File: src/common/asc_regs.vh
// timing constants for the asynchronous static memory controller
`ifndef ASC_REGS_VH
`define ASC_REGS_VH
// ******************************
// clock and grade timing, ns
// ******************************
`define ASC_CLK_PERIOD_NS   10
`define ASC_CYCLE_NS_FAST   45
`define ASC_CYCLE_NS_SLOW   55
`define ASC_ACCESS_NS_FAST  45
`define ASC_ACCESS_NS_SLOW  55
`define ASC_GATE_NS_FAST    22
`define ASC_GATE_NS_SLOW    25
`define ASC_AW_NS_FAST      35
`define ASC_AW_NS_SLOW      40
`define ASC_WDS_NS          25
`define ASC_FLOAT_NS_FAST   18
`define ASC_FLOAT_NS_SLOW   20
`define ASC_HOLD_NS         10
`define ASC_RECOV_NS_FAST   45
`define ASC_RECOV_NS_SLOW   55
`define ASC_CDR_NS          0
// ******************************
// derived cycle counts, rounded up
// ******************************
`define ASC_CYC(ns) (((ns) + `ASC_CLK_PERIOD_NS - 1) / `ASC_CLK_PERIOD_NS)
`define ASC_CNT_W           4
`endif

File: src/logic/asc_timer.v
// down counter that flags when a programmed wait has elapsed
`timescale 1ns/10ps
module asc_timer #(
   parameter W = 4
) (
   ref_clk,
   rst_n,
   load,
   load_val,
   done
);
   input  wire         ref_clk;
   input  wire         rst_n;
   input  wire         load;
   input  wire [W-1:0] load_val;
   output wire         done;

   reg [W-1:0] cnt_reg;

   always @(posedge ref_clk)
   begin
      if (!rst_n)
         cnt_reg <= {W{1'b0}};
      else if (load)
         cnt_reg <= load_val;
      else if (cnt_reg != {W{1'b0}})
         cnt_reg <= cnt_reg - {{(W-1){1'b0}}, 1'b1};
   end

   // done ignores load so the sequencer may reload on it without a loop
   assign done = (cnt_reg == {W{1'b0}});
endmodule // asc_timer

File: src/logic/asc_ctrl.v
// host controller driving an asynchronous 128k x 8 static memory
`timescale 1ns/10ps
`include "asc_regs.vh"
module asc_ctrl #(
   parameter SLOW_GRADE = 0,
   parameter AW         = 17,
   parameter DW         = 8
) (
   ref_clk,
   rst_n,
   req_valid,
   req_write,
   req_addr,
   req_wdata,
   req_ready,
   rsp_valid,
   rsp_rdata,
   retain_req,
   retain_active,
   mem_addr,
   select_low_active_n,
   select_high_active,
   mem_we_n,
   mem_oe_n,
   mem_dq_in,
   mem_dq_out,
   mem_dq_oe
);
   input  wire          ref_clk;
   input  wire          rst_n;
   input  wire          req_valid;
   input  wire          req_write;
   input  wire [AW-1:0] req_addr;
   input  wire [DW-1:0] req_wdata;
   output reg           req_ready;
   output reg           rsp_valid;
   output reg  [DW-1:0] rsp_rdata;
   input  wire          retain_req;
   output reg           retain_active;
   output reg  [AW-1:0] mem_addr;
   output reg           select_low_active_n;
   output reg           select_high_active;
   output reg           mem_we_n;
   output reg           mem_oe_n;
   input  wire [DW-1:0] mem_dq_in;
   output reg  [DW-1:0] mem_dq_out;
   output reg           mem_dq_oe;

   // ******************************
   // grade timing in clock cycles
   // ******************************
   localparam CW = `ASC_CNT_W;
   localparam integer RD_I  = SLOW_GRADE ? `ASC_CYC(`ASC_ACCESS_NS_SLOW)
                                         : `ASC_CYC(`ASC_ACCESS_NS_FAST);
   localparam integer WR_I  = SLOW_GRADE ?
      `ASC_CYC(`ASC_AW_NS_SLOW + `ASC_FLOAT_NS_SLOW) :
      `ASC_CYC(`ASC_AW_NS_FAST + `ASC_FLOAT_NS_FAST);
   localparam integer FLT_I = SLOW_GRADE ? `ASC_CYC(`ASC_FLOAT_NS_SLOW)
                                         : `ASC_CYC(`ASC_FLOAT_NS_FAST);
   localparam integer CYC_I = SLOW_GRADE ? `ASC_CYC(`ASC_CYCLE_NS_SLOW)
                                         : `ASC_CYC(`ASC_CYCLE_NS_FAST);
   localparam integer REC_I = SLOW_GRADE ? `ASC_CYC(`ASC_RECOV_NS_SLOW)
                                         : `ASC_CYC(`ASC_RECOV_NS_FAST);
   localparam [CW-1:0] RD_CYC  = RD_I[CW-1:0];
   localparam [CW-1:0] WR_CYC  = WR_I[CW-1:0];
   localparam [CW-1:0] FLT_CYC = FLT_I[CW-1:0];
   localparam [CW-1:0] CYC_CYC = CYC_I[CW-1:0];
   localparam [CW-1:0] REC_CYC = REC_I[CW-1:0];
   localparam [CW-1:0] ONE = 4'h1;

   // ******************************
   // states
   // ******************************
   localparam [2:0] ST_IDLE = 3'd0;
   localparam [2:0] ST_READ = 3'd1;
   localparam [2:0] ST_WRSU = 3'd2;
   localparam [2:0] ST_WRIT = 3'd3;
   localparam [2:0] ST_GAP  = 3'd4;
   localparam [2:0] ST_RET  = 3'd5;
   localparam [2:0] ST_REC  = 3'd6;

   reg  [2:0]    state_reg;
   reg  [CW-1:0] cyc_reg;
   reg           t_load;
   reg  [CW-1:0] t_val;
   wire          t_done;

   asc_timer #(
      .W        (CW)
   ) u_timer (
      .ref_clk  (ref_clk),
      .rst_n    (rst_n),
      .load     (t_load),
      .load_val (t_val),
      .done     (t_done)
   );

   always @*
   begin
      t_load = 1'b0;
      t_val  = {CW{1'b0}};
      case (state_reg)
         ST_IDLE:
         begin
            if (retain_req)
            begin
               t_load = 1'b0;
            end
            else if (req_valid && req_ready)
            begin
               t_load = 1'b1;
               t_val  = req_write ? ONE : RD_CYC - ONE;
            end
         end
         ST_WRSU:
         begin
            t_load = 1'b1;
            t_val  = WR_CYC - ONE;
         end
         ST_READ, ST_WRIT:
         begin
            if (t_done)
            begin
               t_load = 1'b1;
               t_val  = FLT_CYC;
            end
         end
         ST_RET:
         begin
            if (!retain_req)
            begin
               t_load = 1'b1;
               t_val  = REC_CYC;
            end
         end
         default:
         begin
            t_load = 1'b0;
         end
      endcase
   end

   // ******************************
   // sequencer
   // ******************************
   always @(posedge ref_clk)
   begin
      if (!rst_n)
      begin
         state_reg           <= ST_IDLE;
         cyc_reg             <= {CW{1'b0}};
         req_ready           <= 1'b0;
         rsp_valid           <= 1'b0;
         rsp_rdata           <= {DW{1'b0}};
         retain_active       <= 1'b0;
         mem_addr            <= {AW{1'b0}};
         select_low_active_n <= 1'b1;
         select_high_active  <= 1'b0;
         mem_we_n            <= 1'b1;
         mem_oe_n            <= 1'b1;
         mem_dq_out          <= {DW{1'b0}};
         mem_dq_oe           <= 1'b0;
      end
      else
      begin
         rsp_valid <= 1'b0;
         if (cyc_reg != {CW{1'b0}})
            cyc_reg <= cyc_reg - ONE;
         case (state_reg)
            ST_IDLE:
            begin
               if (retain_req)
               begin
                  // deselect first; retention flagged the cycle after
                  select_low_active_n <= 1'b1;
                  select_high_active  <= 1'b0;
                  req_ready           <= 1'b0;
                  state_reg           <= ST_RET;
               end
               else if (req_valid && req_ready)
               begin
                  req_ready           <= 1'b0;
                  mem_addr            <= req_addr;
                  cyc_reg             <= CYC_CYC - ONE;
                  select_low_active_n <= 1'b0;
                  select_high_active  <= 1'b1;
                  if (req_write)
                  begin
                     mem_oe_n   <= 1'b1;
                     mem_dq_out <= req_wdata;
                     state_reg  <= ST_WRSU;
                  end
                  else
                  begin
                     mem_oe_n  <= 1'b0;
                     state_reg <= ST_READ;
                  end
               end
               else
                  req_ready <= (cyc_reg <= ONE);
            end
            ST_READ:
            begin
               if (t_done)
               begin
                  rsp_rdata           <= mem_dq_in;
                  rsp_valid           <= 1'b1;
                  mem_oe_n            <= 1'b1;
                  select_low_active_n <= 1'b1;
                  select_high_active  <= 1'b0;
                  state_reg           <= ST_GAP;
               end
            end
            ST_WRSU:
            begin
               // address settled with gate high; open the write window
               mem_we_n  <= 1'b0;
               state_reg <= ST_WRIT;
            end
            ST_WRIT:
            begin
               mem_dq_oe <= 1'b1;
               if (t_done)
               begin
                  // strobe ends the write; select and data stay one more cycle
                  mem_we_n  <= 1'b1;
                  state_reg <= ST_GAP;
               end
            end
            ST_GAP:
            begin
               // float data and deselect after the strobe edge
               mem_dq_oe           <= 1'b0;
               select_low_active_n <= 1'b1;
               select_high_active  <= 1'b0;
               if (t_done && cyc_reg <= ONE)
               begin
                  req_ready <= !retain_req;
                  state_reg <= ST_IDLE;
               end
            end
            ST_RET:
            begin
               retain_active <= retain_req;
               if (!retain_req)
                  state_reg <= ST_REC;
            end
            ST_REC:
            begin
               retain_active <= 1'b0;
               if (t_done)
               begin
                  req_ready <= 1'b1;
                  state_reg <= ST_IDLE;
               end
            end
            default:
               state_reg <= ST_IDLE;
         endcase
      end
   end
endmodule // asc_ctrl

File: config.mk
export PLATFORM = sky130hd
export DESIGN_NAME = asc_ctrl
export DESIGN_NICKNAME = d
export VERILOG_FILES = /design/src/logic/asc_timer.v /design/src/logic/asc_ctrl.v
export VERILOG_INCLUDE_DIRS = /design/src /design/src/common
export SDC_FILE = /design/constraint.sdc
export NUM_CORES = 1
export LEC_CHECK = 0
export BUFFER_PORTS_ARGS = -buffer_cell sky130_fd_sc_hd__buf_2
export CORE_MARGIN = 10
export CORE_UTILIZATION = 53
export DETAILED_ROUTE_END_ITERATION = 10
export PLACE_DENSITY = 0.82
export REMOVE_ABC_BUFFERS = 1
export SLEW_MARGIN = 20
export SYNTH_ARGS = -nofsm -noshare
export SYNTH_HDL_FRONTEND = slang
export SYNTH_SLANG_ARGS = --single-unit
File: constraint.sdc
create_clock -name ref_clk -period 4 [get_ports ref_clk]
set_clock_uncertainty 0.1 [all_clocks]
set_input_delay 0.8 -clock ref_clk [delete_from_list [all_inputs] [get_ports ref_clk]]
set_output_delay 0.8 -clock ref_clk [all_outputs]
set_load 0.01 [all_outputs]
==> run metrics, run 1 <==
WL per Instance=14.74 µm; Worst Slack Setup Final=1.562 ns; actual slew at the worst max-slew pin=1.010 ns; arrival time at the worst endpoint=2.59 ns; maximum net fanout on the critical path=23; final cycle utilization of the critical path=60.94%; worst slack after detailed placement=1.450 ns; biggest registers after layout=mem_addr: 17 flops, mem_dq_out: 8 flops, rsp_rdata: 8 flops; Std-Cell Rows=23; number of violations of the max-capacitance limit=0; Synth Flop Type=sky130_fd_sc_hd__dfxtp_1; IO Pins=79; mean number of vias per cell=5.394; synth-to-layout area growth=19.20%; Total GRT Usage=15.75%; worst reg2reg path depth=4; required time at the endpoint of the critical path=4.15 ns; endpoint type of the worst setup path=flip-flop; clock sink count=52; number of remaining DRC errors=0; number of buffers inserted to repair setup after CTS=0; global-route wire length before repair=9784 µm; syn_area_per_cell=8.440 µm²; CTS clock-pin slew for the worst setup and hold paths=0.09 ns; PostCTS Resize Cnt=0; Die Span Y=85.69 µm; diode insertion count for antenna repair=0; worst hold path stage count=2; TritonCTS clock tree=yes; total congestion overflow=0; drt first-iter violations=199; worst hold path class=flip-flop to flip-flop; final routed wirelength across all metal layers=5765 µm; critical path launch point type=flip-flop; total power divided by cell area=546.0 nW/µm²; count of cell types in the netlist=45; Synth Register Bits=52; final-report setup violation count=0; maximum clock insertion buffer count=2; largest net degree at the start of global routing=29; IO buf count=78; global placer's final weighted congestion=0.8811; leakage dissipation=0.001244 µW; Post-Synthesis Cell Area=2287 µm²; area of the die=7343 µm²; final slew viol count=0; critical path class=flip-flop to flip-flop; Peak VDD IR=0.4112 mV; internal reg-to-reg setup slack=1.56 ns; Reg2Reg Capture Point=u_timer.cnt_reg[2]; Yosys warning total=0; CTS root buffer=sky130_fd_sc_hd__clkbuf_8; max reg flops=17; initial core utilization=55.97%; detailed-placement wirelength estimate=4285 µm; floorplan core area=4086 µm²; maximum operating frequency=0.4102 GHz; initial antenna violation count=0; number of nets with antenna violations after detailed routing=0; slew margin rel.=32.65%; fraction of final layout cells with drive strength greater than 1=28.15%; final-layout worst hold slack=0.3548 ns; post-synthesis sequential area ratio=45.51%; Hold Path Sink=mem_dq_out[0]; net count of the finished layout=382; final worst path period need=2.438 ns; post-cts hold buffer count=0; post-route cell area=2726 µm²; Total Negative Setup Slacks=0 ns; first drt pass iteration count=4; number of buffers inserted during clock tree synthesis=5; standard cell area after detailed placement=2639 µm²; origin of the critical flop-to-flop path=state_reg[0]; Max H-tree Level=2; clock insertion delay at the later pin of the skew report=0.31 ns; number of flops mapped to enable cells by yosys=0; Hold Violations, Final=0; via count of the first global-routing pass=2,084; hold wc startpoint=mem_dq_out[0]; die boundary width=85.69 µm; area taken by flip-flops and latches=1041 µm²; setup repair after global routing missed its margin=no; total via count after detailed routing=2,109; result of the run=finished, final reports clean; Async SR Flop Fraction=0%; post-synthesis instance total=271; register ranked first by flip-flop count=mem_addr; FILL cells=374; footprint of the multi-input gates=1104 µm²
[power breakdown]
group	switching [µW]	internal (µW)	total [µW]	leakage (µW)
clock	173	122	295	0.0000479
sequential	94.9	583	678	0.000422
combinational	279	237	516	0.000774
total	547	942	1490	0.00124
[layer usage]
layer	wire length, µm	global-route usage (%)	vias up
met3	512	6.906	8
li1	-	-	1062
met4	99	4.790	0
met1	2319	17.38	962
met5	0	0	-
met2	2833	26.63	77
[layout make-up]
class                           count  share of cell area, %
Clock inverter                      3                 0.6884
Inverter                            9                  1.239
Timing Repair Buffer               79                  14.59
Multi-Input combinational cell    193                  40.48
Clock buffer                        5                  2.524
Tap cell                           50                  2.295
Sequential cell                    52                  38.18
[layout by cell type (no fill, tap or decap), types with 2 or more instances in the layout]
master                     netlist  layout
sky130_fd_sc_hd__buf_2           6      78
sky130_fd_sc_hd__ha_1            4       4
sky130_fd_sc_hd__o221a_1         2       2
sky130_fd_sc_hd__and2b_1         2       2
sky130_fd_sc_hd__nand3_2         2       2
sky130_fd_sc_hd__inv_1           8       8
sky130_fd_sc_hd__nor3_1          5       5
sky130_fd_sc_hd__or3_1           3       3
sky130_fd_sc_hd__clkbuf_8        0       5
sky130_fd_sc_hd__a21oi_1        38      38
sky130_fd_sc_hd__xnor2_1         2       2
sky130_fd_sc_hd__clkinv_2        0       2
sky130_fd_sc_hd__o21a_1          2       2
sky130_fd_sc_hd__mux2i_1         9       9
sky130_fd_sc_hd__nor2_1         25      25
sky130_fd_sc_hd__a211oi_1        2       2
sky130_fd_sc_hd__nand3_1        10      10
sky130_fd_sc_hd__dfxtp_1        52      52
sky130_fd_sc_hd__nand2_1        51      51
sky130_fd_sc_hd__o21ai_0        10      10
sky130_fd_sc_hd__nor2b_1         3       3
[synthesized netlist by cell type (3+ instances only)]
| cell | number | area (µm²) |
|---|---|---|
| sky130_fd_sc_hd__nor2b_1 | 3 | 18.77 |
| sky130_fd_sc_hd__nor2_1 | 25 | 93.84 |
| sky130_fd_sc_hd__o21ai_0 | 10 | 50.05 |
| sky130_fd_sc_hd__ha_1 | 4 | 50.05 |
| sky130_fd_sc_hd__dfxtp_1 | 52 | 1041 |
| sky130_fd_sc_hd__buf_2 | 6 | 30.03 |
| sky130_fd_sc_hd__buf_6 | 5 | 56.30 |
| sky130_fd_sc_hd__nand2_1 | 51 | 191.4 |
| sky130_fd_sc_hd__a21oi_1 | 38 | 190.2 |
| sky130_fd_sc_hd__inv_1 | 8 | 30.03 |
| sky130_fd_sc_hd__mux2i_1 | 9 | 90.09 |
| sky130_fd_sc_hd__nand3_1 | 10 | 50.05 |
| sky130_fd_sc_hd__clkbuf_1 | 6 | 22.52 |
| sky130_fd_sc_hd__nor3_1 | 5 | 25.02 |
| sky130_fd_sc_hd__or3_1 | 3 | 18.77 |
[metrics by stage]
step	total power (µW)	util, %	std cells
floorplan	1059	-	254
global placement	1181	64.57	383
detailed placement	1199	64.57	383
CTS	1493	66.72	391
global route	1601	66.72	391
finish	1489	66.72	391
[how the worst max path moves through the flow]
| stage | start | to | slack, ns |
|---|---|---|---|
| final | state_reg[0] | u_timer.cnt_reg[2] | 1.56 |
| after detailed placement | retain_req | u_timer.cnt_reg[2] | 1.45 |
| after global placement | retain_req | u_timer.cnt_reg[2] | 1.46 |
| after floorplan | rst_n | req_ready | 1.79 |
| after global routing | state_reg[0] | mem_oe_n | 1.34 |
| after CTS | state_reg[0] | mem_oe_n | 1.60 |
[logic make-up (layout without fill, tap and decap cells)]
kind of cell,after synthesis,count (layout),synth area share (%)
xor+xnor,3,3,1.149
buf+inv,26,96,6.236
mux,9,9,3.939
simple gates,112,112,23.80
compound gates,65,65,17.18
fa+ha+maj,4,4,2.188
flops,52,52,45.51
[critical path: stages, from the launching register on]
cell and delay (ns):
sky130_fd_sc_hd__dfxtp_1 0.56, sky130_fd_sc_hd__nor4_4 0.40, sky130_fd_sc_hd__nand3_1 0.67, sky130_fd_sc_hd__nor2_1 0.42
sky130_fd_sc_hd__o221a_1 0.23
(Power assumes the default switching activity.)
==> run 2: changes to the inputs <==
--- a/config.mk
+++ b/config.mk
@@ -6,11 +6,12 @@
 export SDC_FILE = /design/constraint.sdc
 export NUM_CORES = 1
 export LEC_CHECK = 0
+export ABC_AREA = 1
 export BUFFER_PORTS_ARGS = -buffer_cell sky130_fd_sc_hd__buf_2
 export CORE_MARGIN = 10
-export CORE_UTILIZATION = 53
+export CORE_UTILIZATION = 45
 export DETAILED_ROUTE_END_ITERATION = 10
-export PLACE_DENSITY = 0.82
+export PLACE_DENSITY = 0.74
 export REMOVE_ABC_BUFFERS = 1
 export SLEW_MARGIN = 20
 export SYNTH_ARGS = -nofsm -noshare
==> constraint.sdc (replaced) <==
create_clock -name ref_clk -period 2.2 [get_ports ref_clk]
set_clock_uncertainty 0.1 [all_clocks]
set_input_delay 0.44 -clock ref_clk [delete_from_list [all_inputs] [get_ports ref_clk]]
set_output_delay 0.44 -clock ref_clk [all_outputs]
set_load 0.01 [all_outputs]
==> run 2 against run 1 <==
Compared with the run above:
- via count up 3.1%
- final cell count is 17% higher
- clock power rose by 82%
- critical path type unchanged
- critical endpoint is now u_timer.cnt_reg[0]
- largest cell class unchanged
==> run metrics, run 2 <==
result of the run=finished, final reports clean; area of the die=8359 µm² (+14%); Total GRT Usage=13.67% (-2.1 points); number of violations of the max-capacitance limit=0 (unchanged); most common cell after layout, fill and taps aside=sky130_fd_sc_hd__nor2_1; final-report setup violation count=0 (unchanged); Peak VDD IR=0.5034 mV (+22%); arrival time at the worst endpoint=1.86 ns (-0.73 ns); Combinational Power Share=42.5% (+7.8 points); final slew viol count=0 (unchanged); leakage dissipation=0.001485 µW (+19%); clock insertion delay at the later pin of the skew report=0.30 ns (about the same); register ranked first by flip-flop count=mem_addr; fraction of final layout cells with drive strength greater than 1=28.39% (+0.24 points); Cell Int Power=1853 µW (+97%); setup repair after global routing missed its margin=no; number of buffers inserted during clock tree synthesis=5 (unchanged); global placer's final weighted congestion=0.8234 (-6.5%); mux contribution to synthesized area=0.4360% (-3.5 points); Std-Cell Rows=25 (+8.7%); CTS clock-pin slew for the worst setup and hold paths=0.09 ns (about the same); initial core utilization=47.35% (-8.6 points); IO Pins=79 (unchanged); post-synthesis instance total=314 (+16%); total power divided by cell area=1115 nW/µm² (+100%); synth-to-layout area growth=21.74%; clock network fraction of design power=17.2% (-2.6 points); count of cell types in the netlist=26 (-42%); CTS root buffer=sky130_fd_sc_hd__clkbuf_8; post-synthesis simple-gate area fraction=31.06% (+7.3 points); WL per Instance=12.42 µm (-16%); PostCTS Resize Cnt=0 (unchanged); via count of the first global-routing pass=2,199 (+5.5%); Max H-tree Level=2 (unchanged); drt first-iter violations=65 (-67%); detailed-placement wirelength estimate=4297 µm (+0.29%); die boundary width=91.43 µm (+6.7%); most frequently used cell type in the post-synthesis netlist=sky130_fd_sc_hd__nor2_1; worst hold path class=input port to flip-flop; number of buffers inserted to repair setup after CTS=0 (unchanged); post-synthesis sequential area ratio=45.34% (-0.17 points); Async SR Flop Fraction=0% (unchanged); maximum clock insertion buffer count=2 (unchanged); final routed wirelength across all metal layers=5687 µm (-1.4%); total via count after detailed routing=2,174 (+3.1%); IO buf count=78 (unchanged); Die Span Y=91.43 µm (+6.7%); final worst path period need=1.753 ns (-0.6844 ns); number of nets with antenna violations after detailed routing=0 (unchanged); main combinational cell family by area after synthesis=simple AND/OR/NAND/NOR gates; Total Negative Setup Slacks=0 ns (unchanged); area share of the largest cell type after synthesis=45.34% (-0.17 points); Hold Violations, Final=0 (unchanged); Synth Flop Type=sky130_fd_sc_hd__dfxtp_1; global-route wire length before repair=9735 µm (-0.50%); initial antenna violation count=0 (unchanged); critical path launch point type=flip-flop; most frequent cells after synthesis=sky130_fd_sc_hd__nor2_1, sky130_fd_sc_hd__dfxtp_1, sky130_fd_sc_hd__o21ai_0; net count of the finished layout=432 (+13%); total congestion overflow=0 (unchanged); post-cts hold buffer count=0 (unchanged); first drt pass iteration count=4 (unchanged); total chip power=3117 µW (+110%); maximum operating frequency=0.5704 GHz (+39%); max reg flops=17 (unchanged); TritonCTS clock tree=yes; mean number of vias per cell=4.747 (-12%); actual slew at the worst max-slew pin=0.4125 ns (-0.5977 ns); compound-cell area share of the yosys netlist=11.28% (-5.9 points); final cycle utilization of the critical path=79.70% (+19 points); Area contributors post-synth=sky130_fd_sc_hd__dfxtp_1, sky130_fd_sc_hd__nor2_1, sky130_fd_sc_hd__o21ai_0; largest net degree at the start of global routing=29 (unchanged); switching power=1264 µW (+130%); floorplan core area=4848 µm² (+19%); parity-gate share of the synthesized area counting xor and xnor cells=1.907% (+0.76 points); clock sink count=52 (unchanged); endpoint type of the worst setup path=flip-flop; syn_area_per_cell=7.312 µm² (-13%); arithmetic-cell share of the synthesized area counting full adders, half adders and majority gates=2.180% (-0.0083 points); critical path class=flip-flop to flip-flop; highest-count cells in the layout ignoring fill and taps=sky130_fd_sc_hd__nor2_1, sky130_fd_sc_hd__buf_2, sky130_fd_sc_hd__dfxtp_1; library cell with the largest summed area after synthesis=sky130_fd_sc_hd__dfxtp_1; proportion of total power due to net switching=40.56% (+3.8 points); number of flops mapped to enable cells by yosys=0 (unchanged); diode insertion count for antenna repair=0 (unchanged); maximum net fanout on the critical path=8 (-65%); required time at the endpoint of the critical path=2.30 ns (-1.85 ns); sequential share of power=40.3% (-5.2 points); slew margin rel.=72.46% (+40 points); Synth Register Bits=52 (unchanged); Yosys warning total=0 (unchanged); number of remaining DRC errors=0 (unchanged); Post-Synthesis Cell Area=2296 µm² (+0.38%); biggest registers after layout=mem_addr: 17 flops, mem_dq_out: 8 flops, rsp_rdata: 8 flops
[run 2: cell count changes after synthesis, sizes merged, moves of 3 or more]
cell / delta
nor3: -5
nand2: -9
o21ai: +29
a21oi: -33
xor2: +3
buf: -4
mux2i: -8
or3: -3
nor2b: -3
nor2: +77
inv: +18
nand4: +5
[run 2: final timing paths]
kind	start	endpoint	slack [ns]	cells after the start
max	u_timer.cnt_reg[0]	u_timer.cnt_reg[0]	0.45	8
min	req_addr[8]	mem_addr[8]	0.25	3
max reg2reg	u_timer.cnt_reg[0]	u_timer.cnt_reg[0]	0.45	8
min reg2reg	mem_oe_n	mem_oe_n	0.36	2
[run 2: metrics by stage]
stage	utilization [%]	std cells	worst slack [ns]	hold slack, ns	area [µm²]
after global routing	57.65	458	0.2297	0.2533	2795
after floorplan	-	303	0.6353	0.3733	2220
final	57.65	458	0.4467	0.2523	2795
after detailed placement	55.87	450	0.4943	0.3428	2709
after CTS	57.65	458	0.4745	0.2430	2795
after global placement	55.87	450	0.5294	0.3505	2709
[run 2: power by group through the flow]
| stage | clock network (µW) | registers (µW) | logic, µW |
|---|---|---|---|
| 2_1_floorplan | 0 | 1300 | 952 |
| 3_5_place_dp | 0 | 1280 | 1330 |
| 5_1_grt | 596 | 1280 | 1540 |
| 4_1_cts | 568 | 1260 | 1340 |
| 3_3_place_gp | 0 | 1270 | 1300 |
| 6_report | 537 | 1260 | 1320 |
[run 2: logic make-up (layout without fill, tap and decap cells)]
logic type / Yosys count / count (layout)
AO/OA/AOI/OAI: 50 / 50
XOR/XNOR: 5 / 5
adder cells (fa/ha/maj): 4 / 4
buffers and inverters: 38 / 115
flip-flops: 52 / 52
multiplexers: 1 / 1
AND/OR/NAND/NOR: 164 / 164
[run 2: layout make-up]
class / count / area [µm²]
repair buffers: 80 / 405.4
clock inverters: 2 / 13.76
multi-input cells: 224 / 1076
clock buffers: 6 / 72.57
well taps: 67 / 83.83
flip-flops and latches: 52 / 1041
inverters: 27 / 102.6
fillers: 472 / 2053
[run 2: metal layers]
layer | up-vias | GRT usage [%] | part of all wire, %
met1 | 954 | 15.57 | 44
li1 | 1146 | - | -
met4 | 0 | 4.047 | 0.86
met2 | 68 | 21.74 | 45
met5 | - | 0 | 0
met3 | 6 | 7.160 | 10
[run 2: critical path: stages (launching register included)]
cell and delay, ns:
sky130_fd_sc_hd__dfxtp_1 0.37, sky130_fd_sc_hd__inv_1 0.07, sky130_fd_sc_hd__ha_1 0.23, sky130_fd_sc_hd__nand3_1 0.29
sky130_fd_sc_hd__nor2_2 0.09, sky130_fd_sc_hd__nor2_2 0.24, sky130_fd_sc_hd__nand2_1 0.08, sky130_fd_sc_hd__o21ai_1 0.13
sky130_fd_sc_hd__nor2_1 0.06
==> run 3: changes to the inputs <==
==> constraint.sdc (replaced) <==
create_clock -name ref_clk -period 1.57 [get_ports ref_clk]
set_clock_uncertainty 0.1 [all_clocks]
set_input_delay 0.314 -clock ref_clk [delete_from_list [all_inputs] [get_ports ref_clk]]
set_output_delay 0.314 -clock ref_clk [all_outputs]
set_load 0.01 [all_outputs]
==> run 3 against run 2 <==
Compared with the run above:
- final cell count increased by 3.3%
- worst hold slack got worse by 0.13 ns
- critical path type unchanged
- setup slack got worse by 0.34 ns
- critical endpoint unchanged
- sequential share of layout area decreased by 1.9 points
- largest power group unchanged
==> run metrics, run 3 (synthesized netlist as in run 2, its figures left out) <==
floorplan core area=4848 µm² (unchanged); Reg2Reg Capture Point=u_timer.cnt_reg[0]; largest net degree at the start of global routing=23 (-21%); number of violations of the max-capacitance limit=0 (unchanged); slew margin rel.=83.71% (+11 points); worst reg2reg path depth=7 (-1); number of remaining DRC errors=0 (unchanged); arrival time at the worst endpoint=1.57 ns (-0.29 ns); drt first-iter violations=121 (+86%); footprint of the multi-input gates=1116 µm² (+3.7%); final routed wirelength across all metal layers=5831 µm (+2.5%); Die Span Y=91.43 µm (unchanged); worst hold path stage count=3 (unchanged); final worst path period need=1.460 ns (-0.2928 ns); global placer's final weighted congestion=0.8725 (+6.0%); fraction of final layout cells with drive strength greater than 1=33.99% (+5.6 points); final cycle utilization of the critical path=93.02% (+13 points); number of buffers inserted during clock tree synthesis=5 (unchanged); setup repair after global routing missed its margin=no; first drt pass iteration count=4 (unchanged); clock insertion delay at the later pin of the skew report=0.30 ns (about the same); internal reg-to-reg setup slack=0.11 ns (-0.34 ns); Total GRT Usage=13.21% (-0.46 points); initial antenna violation count=0 (unchanged); IO buf count=78 (unchanged); die boundary width=91.43 µm (unchanged); Critical Path Max Stage Delay=0.34 ns (-0.03 ns); utilization of the core after routing=60.88% (+3.2 points); total power divided by cell area=1608 nW/µm² (+44%); count of buffering cells on the critical path with inverters included=2 (+1); critical path launch point type=flip-flop; detailed-placement wirelength estimate=4437 µm (+3.3%); total via count after detailed routing=2,237 (+2.9%); max reg flops=17 (unchanged); clock sink count=52 (unchanged); mean number of vias per cell=4.729 (-0.37%); number of nets with antenna violations after detailed routing=0 (unchanged); global-route wire length before repair=9411 µm (-3.3%); highest-count cells in the layout ignoring fill and taps=sky130_fd_sc_hd__nor2_1, sky130_fd_sc_hd__buf_2, sky130_fd_sc_hd__dfxtp_1; area of the die=8359 µm² (unchanged); biggest registers after layout=mem_addr: 17 flops, mem_dq_out: 8 flops, rsp_rdata: 8 flops; most common cell after layout, fill and taps aside=sky130_fd_sc_hd__nor2_1; leakage dissipation=0.001564 µW (+5.3%); actual slew at the worst max-slew pin=0.2441 ns (-0.1684 ns); worst hold path class=input port to flip-flop; area taken by flip-flops and latches=1044 µm² (+0.24%); net count of the finished layout=447 (+3.5%); critical path's slowest cell=sky130_fd_sc_hd__dfxtp_1; Std-Cell Rows=25 (unchanged); register ranked first by flip-flop count=mem_addr; via count of the first global-routing pass=2,148 (-2.3%); Peak VDD IR=0.9692 mV (+93%); endpoint type of the worst setup path=flip-flop; total congestion overflow=0 (unchanged); critical path class=flip-flop to flip-flop; initial core utilization=47.35% (unchanged); Hold Violations, Final=0 (unchanged); maximum operating frequency=0.6847 GHz (+20%); Total Negative Setup Slacks=0 ns (unchanged); IO Pins=79 (unchanged); diode insertion count for antenna repair=0 (unchanged); required time at the endpoint of the critical path=1.68 ns (-0.62 ns); Hold Path Sink=mem_addr[16]; maximum net fanout on the critical path=6 (-2); Cell Chain, Critical Path=inv_2 > ha_4 > nand3_2 > buf_4 > xor2_1 > o21ai_1 > nor2_1; final slew viol count=0 (unchanged); synth-to-layout area growth=28.56%; critical path's top delay family=flip-flops; hold wc startpoint=req_addr[16]; FILL cells=438 (-7.2%); maximum clock insertion buffer count=2 (unchanged); WL per Instance=12.33 µm (-0.72%); final-report setup violation count=0 (unchanged); CTS clock-pin slew for the worst setup and hold paths=0.09 ns (about the same); Max H-tree Level=2 (unchanged); origin of the critical flop-to-flop path=u_timer.cnt_reg[0]; TritonCTS clock tree=yes; CTS root buffer=sky130_fd_sc_hd__clkbuf_8; post-cts hold buffer count=0 (unchanged); result of the run=finished, final reports clean
## run 3: how the worst max path moves through the flow
stage / slack (ns) / start / endpoint / depth (start not counted)
floorplan: 0.07 / u_timer.cnt_reg[0] / u_timer.cnt_reg[0] / 8
global placement: 0.04 / u_timer.cnt_reg[0] / u_timer.cnt_reg[0] / 8
detailed placement: -0.02 / u_timer.cnt_reg[0] / u_timer.cnt_reg[0] / 8
CTS: -0.001 / u_timer.cnt_reg[0] / state_reg[0] / 10
global route: 0.004 / u_timer.cnt_reg[0] / state_reg[0] / 10
finish: 0.11 / u_timer.cnt_reg[0] / u_timer.cnt_reg[0] / 7
## run 3: timing repair
item / 4_1_cts / 5_1_grt
resized for setup: 1 / 16
buffers inserted: 0 / 2
pin swaps: 0 / 5
setup endpoints to repair: 5 / 25
endpoints found under the hold margin: 0 / 0
## run 3: worst register-to-register path, cell delays in order (launching register included)
cell and delay (ns):
sky130_fd_sc_hd__dfxtp_1 0.34, sky130_fd_sc_hd__inv_2 0.08, sky130_fd_sc_hd__ha_4 0.16, sky130_fd_sc_hd__nand3_2 0.17
sky130_fd_sc_hd__buf_4 0.20, sky130_fd_sc_hd__xor2_1 0.14, sky130_fd_sc_hd__o21ai_1 0.13, sky130_fd_sc_hd__nor2_1 0.05
## run 3: metrics by stage
stage                     setup slack, ns  area, µm²  hold WS, ns  cells  power [µW]
final                              0.1095       2952       0.1248    473        4745
after global routing             0.003683       2952       0.1315    473        5111
after CTS                       -0.001270       2898       0.1193    471        4631
after detailed placement         -0.02217       2806       0.3542    463        3849
after global placement            0.03653       2806       0.3427    463        3799
after floorplan                   0.06845       2220       0.2827    303        3161
## run 3: where the power goes
group	total, µW	leakage, µW	switching, µW	internal [µW]
clock network	761	0.0000456	442	319
logic	2240	0.00109	1290	951
registers	1740	0.000424	159	1580
total	4740	0.00156	1890	2850
## run 3: routing by layer
metal | global-route usage, % | part of all wire [%]
met1 | 13.83 | 43
met2 | 22.39 | 46
met3 | 7.325 | 11
met4 | 3.525 | 0.72
met5 | 0 | 0
## run 3: final cells by class
| type | instances | area share (%) |
|---|---|---|
| sequential | 52 | 35.35 |
| multi-input combinational | 224 | 37.81 |
| tap | 67 | 2.840 |
| clock inverter | 2 | 0.4663 |
| clock buffer | 6 | 2.459 |
| timing repair buffer | 95 | 17.55 |
| inverter | 27 | 3.518 |
